File: config.mk
export PLATFORM = sky130hd
export DESIGN_NAME = ctm_mailbox
export DESIGN_NICKNAME = d
export VERILOG_FILES = /design/src/hdl/ctm_pkg.sv /design/src/hdl/ctm_mailbox.sv
export VERILOG_INCLUDE_DIRS = /design/src /design/src/hdl
export SDC_FILE = /design/constraint.sdc
export NUM_CORES = 1
export LEC_CHECK = 0
export BUFFER_PORTS_ARGS = -buffer_cell sky130_fd_sc_hd__buf_2
export CAP_MARGIN = 10
export CELL_PAD_IN_SITES_DETAIL_PLACEMENT = 1
export CELL_PAD_IN_SITES_GLOBAL_PLACEMENT = 1
export CORE_MARGIN = 3
export CORE_UTILIZATION = 30
export DETAILED_ROUTE_END_ITERATION = 12
export HOLD_SLACK_MARGIN = 0.1
export PLACE_DENSITY_LB_ADDON = 0.1
export SYNTH_ARGS = -nofsm -noshare
export SYNTH_HDL_FRONTEND = slang
export SYNTH_SLANG_ARGS = --single-unit
File: constraint.sdc
create_clock -name clk -period 3.5 [get_ports clk]
set_clock_uncertainty 0.1 [all_clocks]
set_input_delay 0.35 -clock clk [delete_from_list [all_inputs] [get_ports clk]]
set_output_delay 0.35 -clock clk [all_outputs]
set_load 0.02 [all_outputs]
File: src/hdl/ctm_defs.svh
/*
 * constants of the can transmit mailbox register window: function codes,
 * register indices, control word fields, status block placement.
 * assumes inclusion by bare name from the package and the design file.
 */
`ifndef CTM_DEFS_SVH
`define CTM_DEFS_SVH
`define CTM_FC_RD_INPUT 8'h04
`define CTM_FC_WR_SINGLE 8'h06
`define CTM_FC_WR_MULTI 8'h10
`define CTM_EXC_FLAG 8'h80
`define CTM_EXC_ILL_FUNC 16'h0001
`define CTM_EXC_ILL_ADDR 16'h0002
`define CTM_EXC_ILL_VALUE 16'h0003
`define CTM_OFS_CTRL 3'h0
`define CTM_OFS_ID_HIGH 3'h1
`define CTM_OFS_ID_LOW 3'h2
`define CTM_OFS_DATA_12 3'h3
`define CTM_OFS_DATA_34 3'h4
`define CTM_OFS_DATA_56 3'h5
`define CTM_OFS_DATA_78 3'h6
`define CTM_OFS_TRIG 3'h7
`define CTM_NUM_OUT_REGS 16'h0008
`define CTM_REG_RESET 16'h0000
`define CTM_CTRL_EXT_BIT 5
`define CTM_CTRL_RTR_BIT 4
`define CTM_CTRL_DLC_MSB 3
`define CTM_DLC_MAX 4'h8
`define CTM_STAT_BASE 16'h0b54
`define CTM_STAT_WORDS 16'h0017
`define CTM_STAT_IX_COUNT 5'h00
`define CTM_STAT_IX_BUSY 5'h01
`define CTM_STAT_IX_CTRL 5'h02
`define CTM_STAT_IX_ID 5'h16
// arbitrary value, identifies no real part
`define CTM_STAT_ID_WORD 16'h5a5a
`endif

File: src/hdl/ctm_pkg.sv
/*
 * types of the can transmit mailbox register window.
 * assumes ctm_defs.svh on the include path.
 */
`include "ctm_defs.svh"
package ctm_pkg;
    typedef struct packed {
        logic [7:0] func;
        logic [15:0] addr;
        logic [15:0] qty;
    } ctm_req_s;

    typedef struct packed {
        logic extended;
        logic remote;
        logic [3:0] dlc;
        logic [31:0] id;
        logic [63:0] data;
    } ctm_frame_s;

    typedef enum logic [2:0] {
        CTM_ST_IDLE = 3'b001,
        CTM_ST_WR = 3'b010,
        CTM_ST_RD = 3'b100
    } ctm_state_e;
endpackage

File: src/hdl/ctm_mailbox.sv
/*
 * can transmit mailbox register window behind a decoded modbus request port:
 * seven holding registers compose one frame, an eighth triggers it, a status block is streamed out.
 * assumes a protocol front end on the same clock that parses requests,
 * frames answers, and a can controller that takes tx_frame on tx_ready.
 */
`timescale 1ns/10ps
`default_nettype none
`include "ctm_defs.svh"
module ctm_mailbox
    import ctm_pkg::*;
(
    input wire logic clk,
    input wire logic rst,
    input wire logic req_valid,
    input wire ctm_req_s req,
    output logic req_ready,
    input wire logic wr_valid,
    input wire logic [15:0] wr_word,
    output logic resp_valid,
    output ctm_req_s resp,
    output logic rd_valid,
    output logic [15:0] rd_word,
    output logic tx_valid,
    output ctm_frame_s tx_frame,
    input wire logic tx_ready
);
    ctm_state_e state, next_state;
    logic [15:0] out_reg [8];
    logic [15:0] next_out_reg [8];
    logic trig_seen, next_trig_seen;
    logic next_req_ready, next_resp_valid, next_rd_valid, next_tx_valid;
    ctm_req_s next_resp;
    logic [15:0] next_rd_word, ptr, next_ptr, left, next_left, tx_count, next_tx_count;
    ctm_frame_s next_tx_frame;
    logic take;

    function automatic logic [15:0] stat_word(input logic [4:0] ix, input logic [15:0] cnt,
                                              input logic busy, input logic [15:0] ctrl);
        case (ix)
            `CTM_STAT_IX_COUNT: stat_word = cnt;
            `CTM_STAT_IX_BUSY: stat_word = {15'h0000, busy};
            `CTM_STAT_IX_CTRL: stat_word = ctrl;
            `CTM_STAT_IX_ID: stat_word = `CTM_STAT_ID_WORD;
            default: stat_word = 16'h0000;
        endcase
    endfunction

    function automatic ctm_frame_s build_frame(input logic [15:0] r0, input logic [15:0] r1,
                                               input logic [15:0] r2, input logic [63:0] d);
        ctm_frame_s f;
        f.extended = r0[`CTM_CTRL_EXT_BIT];
        f.remote = r0[`CTM_CTRL_RTR_BIT];
        f.dlc = (r0[`CTM_CTRL_DLC_MSB:0] > `CTM_DLC_MAX) ? `CTM_DLC_MAX : r0[`CTM_CTRL_DLC_MSB:0];
        f.id = {r1, r2};
        f.data = d;
        return f;
    endfunction

    assign take = req_valid && req_ready;

    always_comb
    begin
        logic wr_en;
        logic [2:0] wr_ix;
        logic [15:0] wr_val;
        logic [16:0] span;
        wr_en = 1'b0;
        wr_ix = 3'h0;
        wr_val = 16'h0000;
        span = {1'b0, req.addr} + {1'b0, req.qty};
        next_state = state;
        next_out_reg = out_reg;
        next_trig_seen = trig_seen;
        next_resp_valid = 1'b0;
        next_resp = resp;
        next_rd_valid = 1'b0;
        next_rd_word = rd_word;
        next_ptr = ptr;
        next_left = left;
        next_tx_count = tx_count;
        next_tx_frame = tx_frame;
        next_tx_valid = tx_valid && !tx_ready;
        unique case (state)
            CTM_ST_IDLE:
            begin
                if (take)
                begin
                    next_resp = req;
                    if (req.func == `CTM_FC_WR_SINGLE)
                    begin
                        if (req.addr < `CTM_NUM_OUT_REGS)
                        begin
                            wr_en = 1'b1;
                            wr_ix = req.addr[2:0];
                            wr_val = req.qty;
                            next_resp_valid = 1'b1;
                        end
                        else
                        begin
                            next_resp = '{req.func | `CTM_EXC_FLAG, req.addr, `CTM_EXC_ILL_ADDR};
                            next_resp_valid = 1'b1;
                        end
                    end
                    else if (req.func == `CTM_FC_WR_MULTI)
                    begin
                        if (req.qty == 16'h0000 || req.qty > `CTM_NUM_OUT_REGS)
                        begin
                            next_resp = '{req.func | `CTM_EXC_FLAG, req.addr, `CTM_EXC_ILL_VALUE};
                            next_resp_valid = 1'b1;
                        end
                        else if (span > {1'b0, `CTM_NUM_OUT_REGS})
                        begin
                            next_resp = '{req.func | `CTM_EXC_FLAG, req.addr, `CTM_EXC_ILL_ADDR};
                            next_resp_valid = 1'b1;
                        end
                        else
                        begin
                            next_ptr = req.addr;
                            next_left = req.qty;
                            next_state = CTM_ST_WR;
                        end
                    end
                    else if (req.func == `CTM_FC_RD_INPUT)
                    begin
                        if (req.qty == 16'h0000 || req.qty > `CTM_STAT_WORDS)
                        begin
                            next_resp = '{req.func | `CTM_EXC_FLAG, req.addr, `CTM_EXC_ILL_VALUE};
                            next_resp_valid = 1'b1;
                        end
                        else if (req.addr < `CTM_STAT_BASE
                                 || span > {1'b0, `CTM_STAT_BASE + `CTM_STAT_WORDS})
                        begin
                            next_resp = '{req.func | `CTM_EXC_FLAG, req.addr, `CTM_EXC_ILL_ADDR};
                            next_resp_valid = 1'b1;
                        end
                        else
                        begin
                            next_resp_valid = 1'b1;
                            next_ptr = req.addr - `CTM_STAT_BASE;
                            next_left = req.qty;
                            next_state = CTM_ST_RD;
                        end
                    end
                    else
                    begin
                        next_resp = '{req.func | `CTM_EXC_FLAG, req.addr, `CTM_EXC_ILL_FUNC};
                        next_resp_valid = 1'b1;
                    end
                end
            end
            CTM_ST_WR:
            begin
                if (wr_valid)
                begin
                    wr_en = 1'b1;
                    wr_ix = ptr[2:0];
                    wr_val = wr_word;
                    next_ptr = ptr + 16'h0001;
                    next_left = left - 16'h0001;
                    if (left == 16'h0001)
                    begin
                        next_resp_valid = 1'b1;
                        next_state = CTM_ST_IDLE;
                    end
                end
            end
            CTM_ST_RD:
            begin
                next_rd_valid = 1'b1;
                next_rd_word = stat_word(ptr[4:0], tx_count, tx_valid, out_reg[`CTM_OFS_CTRL]);
                next_ptr = ptr + 16'h0001;
                next_left = left - 16'h0001;
                if (left == 16'h0001)
                begin
                    next_state = CTM_ST_IDLE;
                end
            end
        endcase
        if (wr_en)
        begin
            next_out_reg[wr_ix] = wr_val;
            // first trigger write after reset always sends, later only a changed value
            if (wr_ix == `CTM_OFS_TRIG && (!trig_seen || wr_val != out_reg[`CTM_OFS_TRIG]))
            begin
                next_trig_seen = 1'b1;
                next_tx_valid = 1'b1;
                next_tx_count = tx_count + 16'h0001;
                next_tx_frame = build_frame(out_reg[`CTM_OFS_CTRL], out_reg[`CTM_OFS_ID_HIGH],
                    out_reg[`CTM_OFS_ID_LOW], {out_reg[`CTM_OFS_DATA_12],
                    out_reg[`CTM_OFS_DATA_34], out_reg[`CTM_OFS_DATA_56],
                    out_reg[`CTM_OFS_DATA_78]});
            end
        end
        next_req_ready = (next_state == CTM_ST_IDLE);
    end

    always_ff @(posedge clk)
    begin
        if (rst)
        begin
            state <= CTM_ST_IDLE;
            out_reg <= '{default: `CTM_REG_RESET};
            trig_seen <= 1'b0;
            req_ready <= 1'b0;
            resp_valid <= 1'b0;
            resp <= '0;
            rd_valid <= 1'b0;
            rd_word <= 16'h0000;
            ptr <= 16'h0000;
            left <= 16'h0000;
            tx_count <= 16'h0000;
            tx_valid <= 1'b0;
            tx_frame <= '0;
        end
        else
        begin
            state <= next_state;
            out_reg <= next_out_reg;
            trig_seen <= next_trig_seen;
            req_ready <= next_req_ready;
            resp_valid <= next_resp_valid;
            resp <= next_resp;
            rd_valid <= next_rd_valid;
            rd_word <= next_rd_word;
            ptr <= next_ptr;
            left <= next_left;
            tx_count <= next_tx_count;
            tx_valid <= next_tx_valid;
            tx_frame <= next_tx_frame;
        end
    end

    chk_single_write_stores: assert property (@(posedge clk) disable iff (rst)
        take && req.func == `CTM_FC_WR_SINGLE && req.addr < `CTM_NUM_OUT_REGS
        |=> out_reg[$past(req.addr[2:0])] == $past(req.qty))
        else $error("single write did not store");
    chk_single_write_echo: assert property (@(posedge clk) disable iff (rst)
        take && req.func == `CTM_FC_WR_SINGLE && req.addr < `CTM_NUM_OUT_REGS
        |=> resp_valid && resp == $past(req))
        else $error("single write echo wrong");
    chk_trigger_sends: assert property (@(posedge clk) disable iff (rst)
        take && req.func == `CTM_FC_WR_SINGLE && req.addr == 16'h0007
        && req.qty != out_reg[`CTM_OFS_TRIG] |=> tx_valid && tx_count == $past(tx_count) + 16'h0001)
        else $error("trigger write sent no frame");
    chk_frame_id: assert property (@(posedge clk) disable iff (rst)
        $rose(tx_valid) |-> tx_frame.id == {out_reg[`CTM_OFS_ID_HIGH], out_reg[`CTM_OFS_ID_LOW]})
        else $error("frame identifier wrong");
    chk_frame_data: assert property (@(posedge clk) disable iff (rst)
        $rose(tx_valid) |-> tx_frame.data[63:48] == out_reg[`CTM_OFS_DATA_12]
        && tx_frame.data[15:0] == out_reg[`CTM_OFS_DATA_78])
        else $error("frame data order wrong");
    chk_frame_ctrl: assert property (@(posedge clk) disable iff (rst)
        $rose(tx_valid) |-> tx_frame.dlc <= `CTM_DLC_MAX
        && tx_frame.extended == out_reg[`CTM_OFS_CTRL][`CTM_CTRL_EXT_BIT]
        && tx_frame.remote == out_reg[`CTM_OFS_CTRL][`CTM_CTRL_RTR_BIT])
        else $error("frame control decode wrong");
    chk_status_read: assert property (@(posedge clk) disable iff (rst)
        take && req.func == `CTM_FC_RD_INPUT && req.addr == `CTM_STAT_BASE
        && req.qty == `CTM_STAT_WORDS |=> resp_valid ##1 rd_valid [*8])
        else $error("status block not streamed");
    chk_multi_write_done: assert property (@(posedge clk) disable iff (rst)
        state == CTM_ST_WR && wr_valid && left == 16'h0001
        |=> resp_valid && resp.func == `CTM_FC_WR_MULTI && req_ready)
        else $error("multiple write not answered");
endmodule
`default_nettype wire

Word-level counts from Yosys, hierarchy flattened
Index checks and enable logic that the tools add are counted.
Word-level totals
  register bits: 342
  bits of input ports: 61
  word-level logic and storage cells: 147
Operators by class
  add/sub/neg operators: 5
  $lt $le $gt $ge: 9
  equal/unequal tests: 21
  multiplexer cells: 70
  bitwise logic cells: 1
  reduce and logical (&&, ||, !) cells: 15
Operator list (count)
  $mux 16: 23
  $mux 40: 8
  $bwmux 128: 1
  $pmux 16 s3: 2
  $pmux 16 s4: 1
  $demux 16 s3: 1
  $mux 3: 14
  $add 16x1->16 const B: 2
  $pmux 16 s2: 1
  $add 16x16->17: 1
  $gt 17x12->1 const B: 1
  $gt 17x4->1 const B: 1
  $eq 16x1->1 const B: 1
  $eq 8x3->1 const B: 2
  $gt 16x4->1 const B: 1
  $gt 16x5->1 const B: 1
  $logic_not 16->1: 1
  $lt 16x12->1 const B: 1
  $lt 16x4->1 const B: 1
  $ne 16x16->1: 1
  $sub 16x1->16 const B: 1
  $sub 16x12->16 const B: 1
  $ne 3x3->1 const B: 5
  $mux 1: 14
  other kinds (22): 35

Longest topological paths before layout
  depth in word-level cells: 11
  depth in mapped cells: 14
  gate-level depth less buffers: 12

Worst setup path after synthesis
OpenSTA, ideal clock, no wires.
  kind: input-to-reg
  from: in req[0] in the netlist's numbering
  to: reg left[3]
  arrival: 3.353 ns
  data required time: 3.275 ns
  slack: -0.077 ns
  stages: 14
  cells stage by stage: ha_1 -> inv_1 -> fa_1 -> nand2b_1 -> a211oi_2 -> o21ai_0 -> a311o_1 -> a221oi_1 -> nand3_1 -> o22a_1 -> clkbuf_1 -> buf_2 -> a211oi_1 -> nor2_1
On the way
  longest elaborated chain between the ends: 5
  elaborated cells between the ends (all ways): 14
  classes of those cells: 1 x add/sub; 4 x order compare; 4 x eq/ne; 5 x reduce/logical
Ends and longest elaborated chain
  start, declared: RTL line ctm_mailbox.sv:16  | input wire ctm_req_s req,
  $add 16x16->17: RTL line ctm_mailbox.sv:71  | span = {1'b0, req.addr} + {1'b0, req.qty};
  $gt 17x12->1: RTL line ctm_mailbox.sv:132  | || span > {1'b0, `CTM_STAT_BASE + `CTM_STAT_WORDS})
  $logic_or 1x1->1: RTL line ctm_mailbox.sv:131  | else if (req.addr < `CTM_STAT_BASE
  $ne 3x3->1 (no source line)
  $reduce_and 8->1 (no source line) *
  end signal, assigned: RTL line ctm_mailbox.sv:227  | left <= next_left;
  end, declared: RTL line ctm_mailbox.sv:34  | logic [15:0] next_rd_word, ptr, next_ptr, left, next_left, tx_count, next_tx_count;
Every way passes the cells marked *; elsewhere a longest branch is shown, timed or not.
A chain may end at the register's enable or synchronous reset.

Worst setup path after layout
  from: in req[27] in the netlist's numbering
  to: reg req_ready
On the way
  longest elaborated chain between the ends: 11
  elaborated cells between the ends (all ways): 15
  classes of those cells: 1 x add/sub; 3 x order compare; 1 x eq/ne; 9 x mux; 1 x reduce/logical
Ends and longest elaborated chain
  $add 16x16->17: RTL line ctm_mailbox.sv:71
  $gt 17x12->1: RTL line ctm_mailbox.sv:132
  $logic_or 1x1->1: RTL line ctm_mailbox.sv:131
  $mux 3: RTL line ctm_mailbox.sv:131
  $mux 3: RTL line ctm_mailbox.sv:126  | if (req.qty == 16'h0000 || req.qty > `CTM_STAT_WORDS)
  $mux 3: RTL line ctm_mailbox.sv:124  | else if (req.func == `CTM_FC_RD_INPUT)
  $mux 3 *: RTL line ctm_mailbox.sv:105  | else if (req.func == `CTM_FC_WR_MULTI)
  $mux 3 *: RTL line ctm_mailbox.sv:90  | if (req.func == `CTM_FC_WR_SINGLE)
  $mux 3 *: RTL line ctm_mailbox.sv:87  | if (take)
  $pmux 3 s3 *: RTL line ctm_mailbox.sv:84  | unique case (state)
  $eq 3x1->1 *: RTL line ctm_mailbox.sv:195  | next_req_ready = (next_state == CTM_ST_IDLE);
  end signal, assigned: RTL line ctm_mailbox.sv:221  | req_ready <= next_req_ready;
  end, declared: RTL line ctm_mailbox.sv:17  | output logic req_ready,
Marks and branches as above.

==> impl_metrics.tcl <==
set metrics [dict create \
    layout.filler_cells 5533 \
    critical_path.endpoint_type "flip-flop" \
    netlist_area_sq_um 14600 \
    worst-r2r-setup-slack_ps 190 \
    slew_worst_pin_ps 968 \
    clk_latency_ps 550 \
    floorplan.die_area_sq_um 51400 \
    detailedRoute.firstIterationViolations 690 \
    cts.reportedPaths.clkPinSlew_ps 60 \
    min_period_over_period_pct 95.7 \
    layout_common_cells "dfxtp_1 (330), nor2_1 (289), buf_2 (218), a211oi_1 (153), buf_4 (149)" \
    power.leakage_nw 8.12 \
    total_routed_length_um 54100 \
    placementRows 80 \
    instances_no_fill 2608 \
    mostFrequentLayoutCell "dfxtp_1" \
    min-delay-path-class "in2reg" \
    synth.ff_latch_count 331 \
    holdCritStartpoint "req[26]" \
    layout-area-overhead-vs-synth_pct 30.7 \
    critical_path_class "in2reg" \
    top_level_ports 223 \
    first_global_vias 13400 \
    worst_r2r_startpoint "state[1]" \
    fraction_of_final_layout_cells_sized_beyond_drive_strength_1_pct 26.0 \
    report.final.setup_viol 0 \
    num_antenna_cells 0 \
    peak_freq_ghz 0.298 \
    placed_cells 2515 \
    grt_usage_pct 20.4 \
    grt_first_pass_wirelength_um 80800 \
    timing.hold.worst_path_depth 4 \
    timing_hold_violations_final 0 \
    cts-root-buf "clkbuf_16" \
    cp-start-kind "input port" \
    detailedPlacementHpwl_um 38000 \
    routed_via_density 5.14 \
    cts_tree "built" \
    critical_path.startpoint "req[27]" \
    final_net_count 2051 \
    synth.lib_cells_used.distinct 85 \
    place_area_sq_um 17400 \
    die_x_um 227 \
    synth_enable_flop_cells 0 \
    largest_net_degree_at_the_start_of_global_routing 118 \
    stdcell_area_sq_um 19100 \
    post_synthesis_sequential_area_ratio_pct 45.4 \
    timing.critical_path.fanout_max 4 \
    largest_register_ffs 128 \
    synthFlopType "dfxtp_1" \
    post_drt_wl_per_cell_um 20.7 \
    timing.critical_path.required_ps 3850 \
    ys_warnings 0 \
    h_tree_levels 2 \
    holdWs_ps 129 \
    drc_errors 0 \
    synthArstFlopShare_pct 0 \
    vias 13400 \
    synthesis.instances 1633 \
    portbufs 222 \
    hold-path-endpoint "resp[26]" \
    final-max-slew-violation-count 0 \
    run_status "completed" \
    cts_inserted_buffers 40 \
    start_util_pct 30.5 \
    clock-sinks 331 \
    number_of_antenna_violations_at_the_first_check_in_global_routing 3 \
    powerDensity_nw_per_um2 450 \
    design.core.area_sq_um 47900 \
    vdd_drop_max_uv 315 \
    die_height_um 227 \
    syn_area_per_cell_sq_um 8.94 \
    clock_path_buffers 3 \
    cap_viol_max_count 0 \
    grt_overflow 0 \
    gp_routability_congestion 0.838 \
    synth_nets 1719 \
    drt.antenna.violating_nets 0 \
    slew_headroom_pct 35.5 \
    initial_drt_pass_iterations 6 \
    min_period_ps 3350 \
    worst-endpoint-arrival_ps 3700 \
    number_of_cells_on_the_worst_reg_to_reg_path 12 \
    critical_path.reg2reg.endpoint "tx_count[15]" \
]
[worst max-delay path: stages]
cell and delay [ps]:
dlygate4sd3_1 590, ha_1 330, nand4_1 180, a211o_1 330
a31oi_2 200, o211ai_1 150, a221oi_2 260, buf_4 170
nand3_2 120, buf_4 170, o41a_1 420, o22ai_1 180
nor4bb_1 250
[report_power, final]
group	switching [mW]	internal (mW)	total [mW]
clock	1.70	2.45	4.15
combinational	0.374	0.271	0.645
sequential	0.00867	3.78	3.79
[cell families (layout without fill, tap and decap cells)]
| logic type | Yosys count | in the layout | synth area share, % |
|---|---|---|---|
| multiplexers | 105 | 105 | 7.21 |
| buffers and inverters | 145 | 505 | 4.98 |
| XOR/XNOR | 18 | 18 | 1.08 |
| AND/OR/NAND/NOR | 599 | 599 | 19.3 |
| adder cells (fa/ha/maj) | 25 | 25 | 2.19 |
| AO/OA/AOI/OAI | 410 | 410 | 19.9 |
| flip-flops | 331 | 331 | 45.4 |
[metal layers]
| layer | global-route usage [%] | wire (um) | vias up |
|---|---|---|---|
| met2 | 33.1 | 24900 | 277 |
| met1 | 27.8 | 25500 | 6493 |
| met5 | 0 | 38 | - |
| li1 | - | - | 6574 |
| met3 | 4.25 | 2730 | 67 |
| met4 | 4.99 | 1040 | 6 |
[worst max path at each step]
stage | slack (ps) | endpoint
after floorplan | 40 | tx_frame[56]
after global placement | -290 | left[12]
after detailed placement | -440 | req_ready
after CTS | 20 | tx_count[15]
after global routing | -30 | tx_frame[50]
final | 150 | req_ready
[final cells by class]
class                      count  area, sq um  share of cell area [%]
clock inverter                15          158                   0.826
timing repair buffer         413         2910                    15.2
multi-input combinational   1157         7390                    38.7
inverter                      22         82.6                   0.433
sequential                   331         6630                    34.7
tap                          615          769                    4.03
clock buffer                  55         1150                    6.01
[synth_stat cells, types with 3 or more instances]
cell | n | area, sq um
nor2_1 | 298 | 1120
or2_2 | 8 | 50.1
nand4_1 | 15 | 93.8
o32ai_1 | 13 | 114
inv_1 | 22 | 82.6
a31oi_1 | 7 | 43.8
dfxtp_1 | 331 | 6630
a21o_1 | 8 | 60.1
a211oi_1 | 153 | 1150
nor3b_1 | 3 | 22.5
o221ai_1 | 4 | 35.0
o211ai_1 | 6 | 45.0
a41oi_2 | 5 | 81.3
mux2i_1 | 103 | 1030
buf_1 | 7 | 26.3
a2111oi_0 | 4 | 35.0
buf_2 | 9 | 45.0
buf_6 | 4 | 45.0
a221oi_1 | 13 | 114
a21oi_1 | 97 | 485
ha_1 | 24 | 300
nor3_1 | 36 | 180
nand3_1 | 23 | 115
a22oi_1 | 22 | 165
or3b_2 | 4 | 35.0
or4_1 | 5 | 37.5
o31a_1 | 3 | 26.3
o21ai_1 | 5 | 25.0
o31ai_1 | 8 | 60.1
clkbuf_1 | 92 | 345
xnor2_1 | 11 | 96.3
nand2_1 | 104 | 390
or3_1 | 21 | 131
and2_1 | 15 | 93.8
buf_8 | 5 | 75.1
and4_1 | 3 | 26.3
a22o_1 | 3 | 26.3
nor2b_1 | 9 | 56.3
o21ai_0 | 31 | 155
buf_12 | 5 | 100
nor4_1 | 8 | 50.1
and3_1 | 10 | 62.6
nand2b_1 | 16 | 100
xor2_1 | 7 | 61.3
[timing repair]
item                       CTS  global route
pin swaps                    0            12
cloned                       0             3
resized for setup            1            29
setup endpoints to repair    1           157
buffers inserted             0             5
hold buffers                20             0
hold endpoints to repair    20             0
[stage by stage]
step	util (%)	setup WS (ps)	power (mW)	TNS (ps)
detailed placement	36.3	-441	4.49	-38750
global route	39.8	-25.7	8.94	-132
floorplan	-	35.9	4.17	0
CTS	39.5	17.0	8.74	0
global placement	36.3	-295	4.48	-28910
finish	39.8	149	8.58	0
No activity file was read; power rests on OpenSTA's default activity.
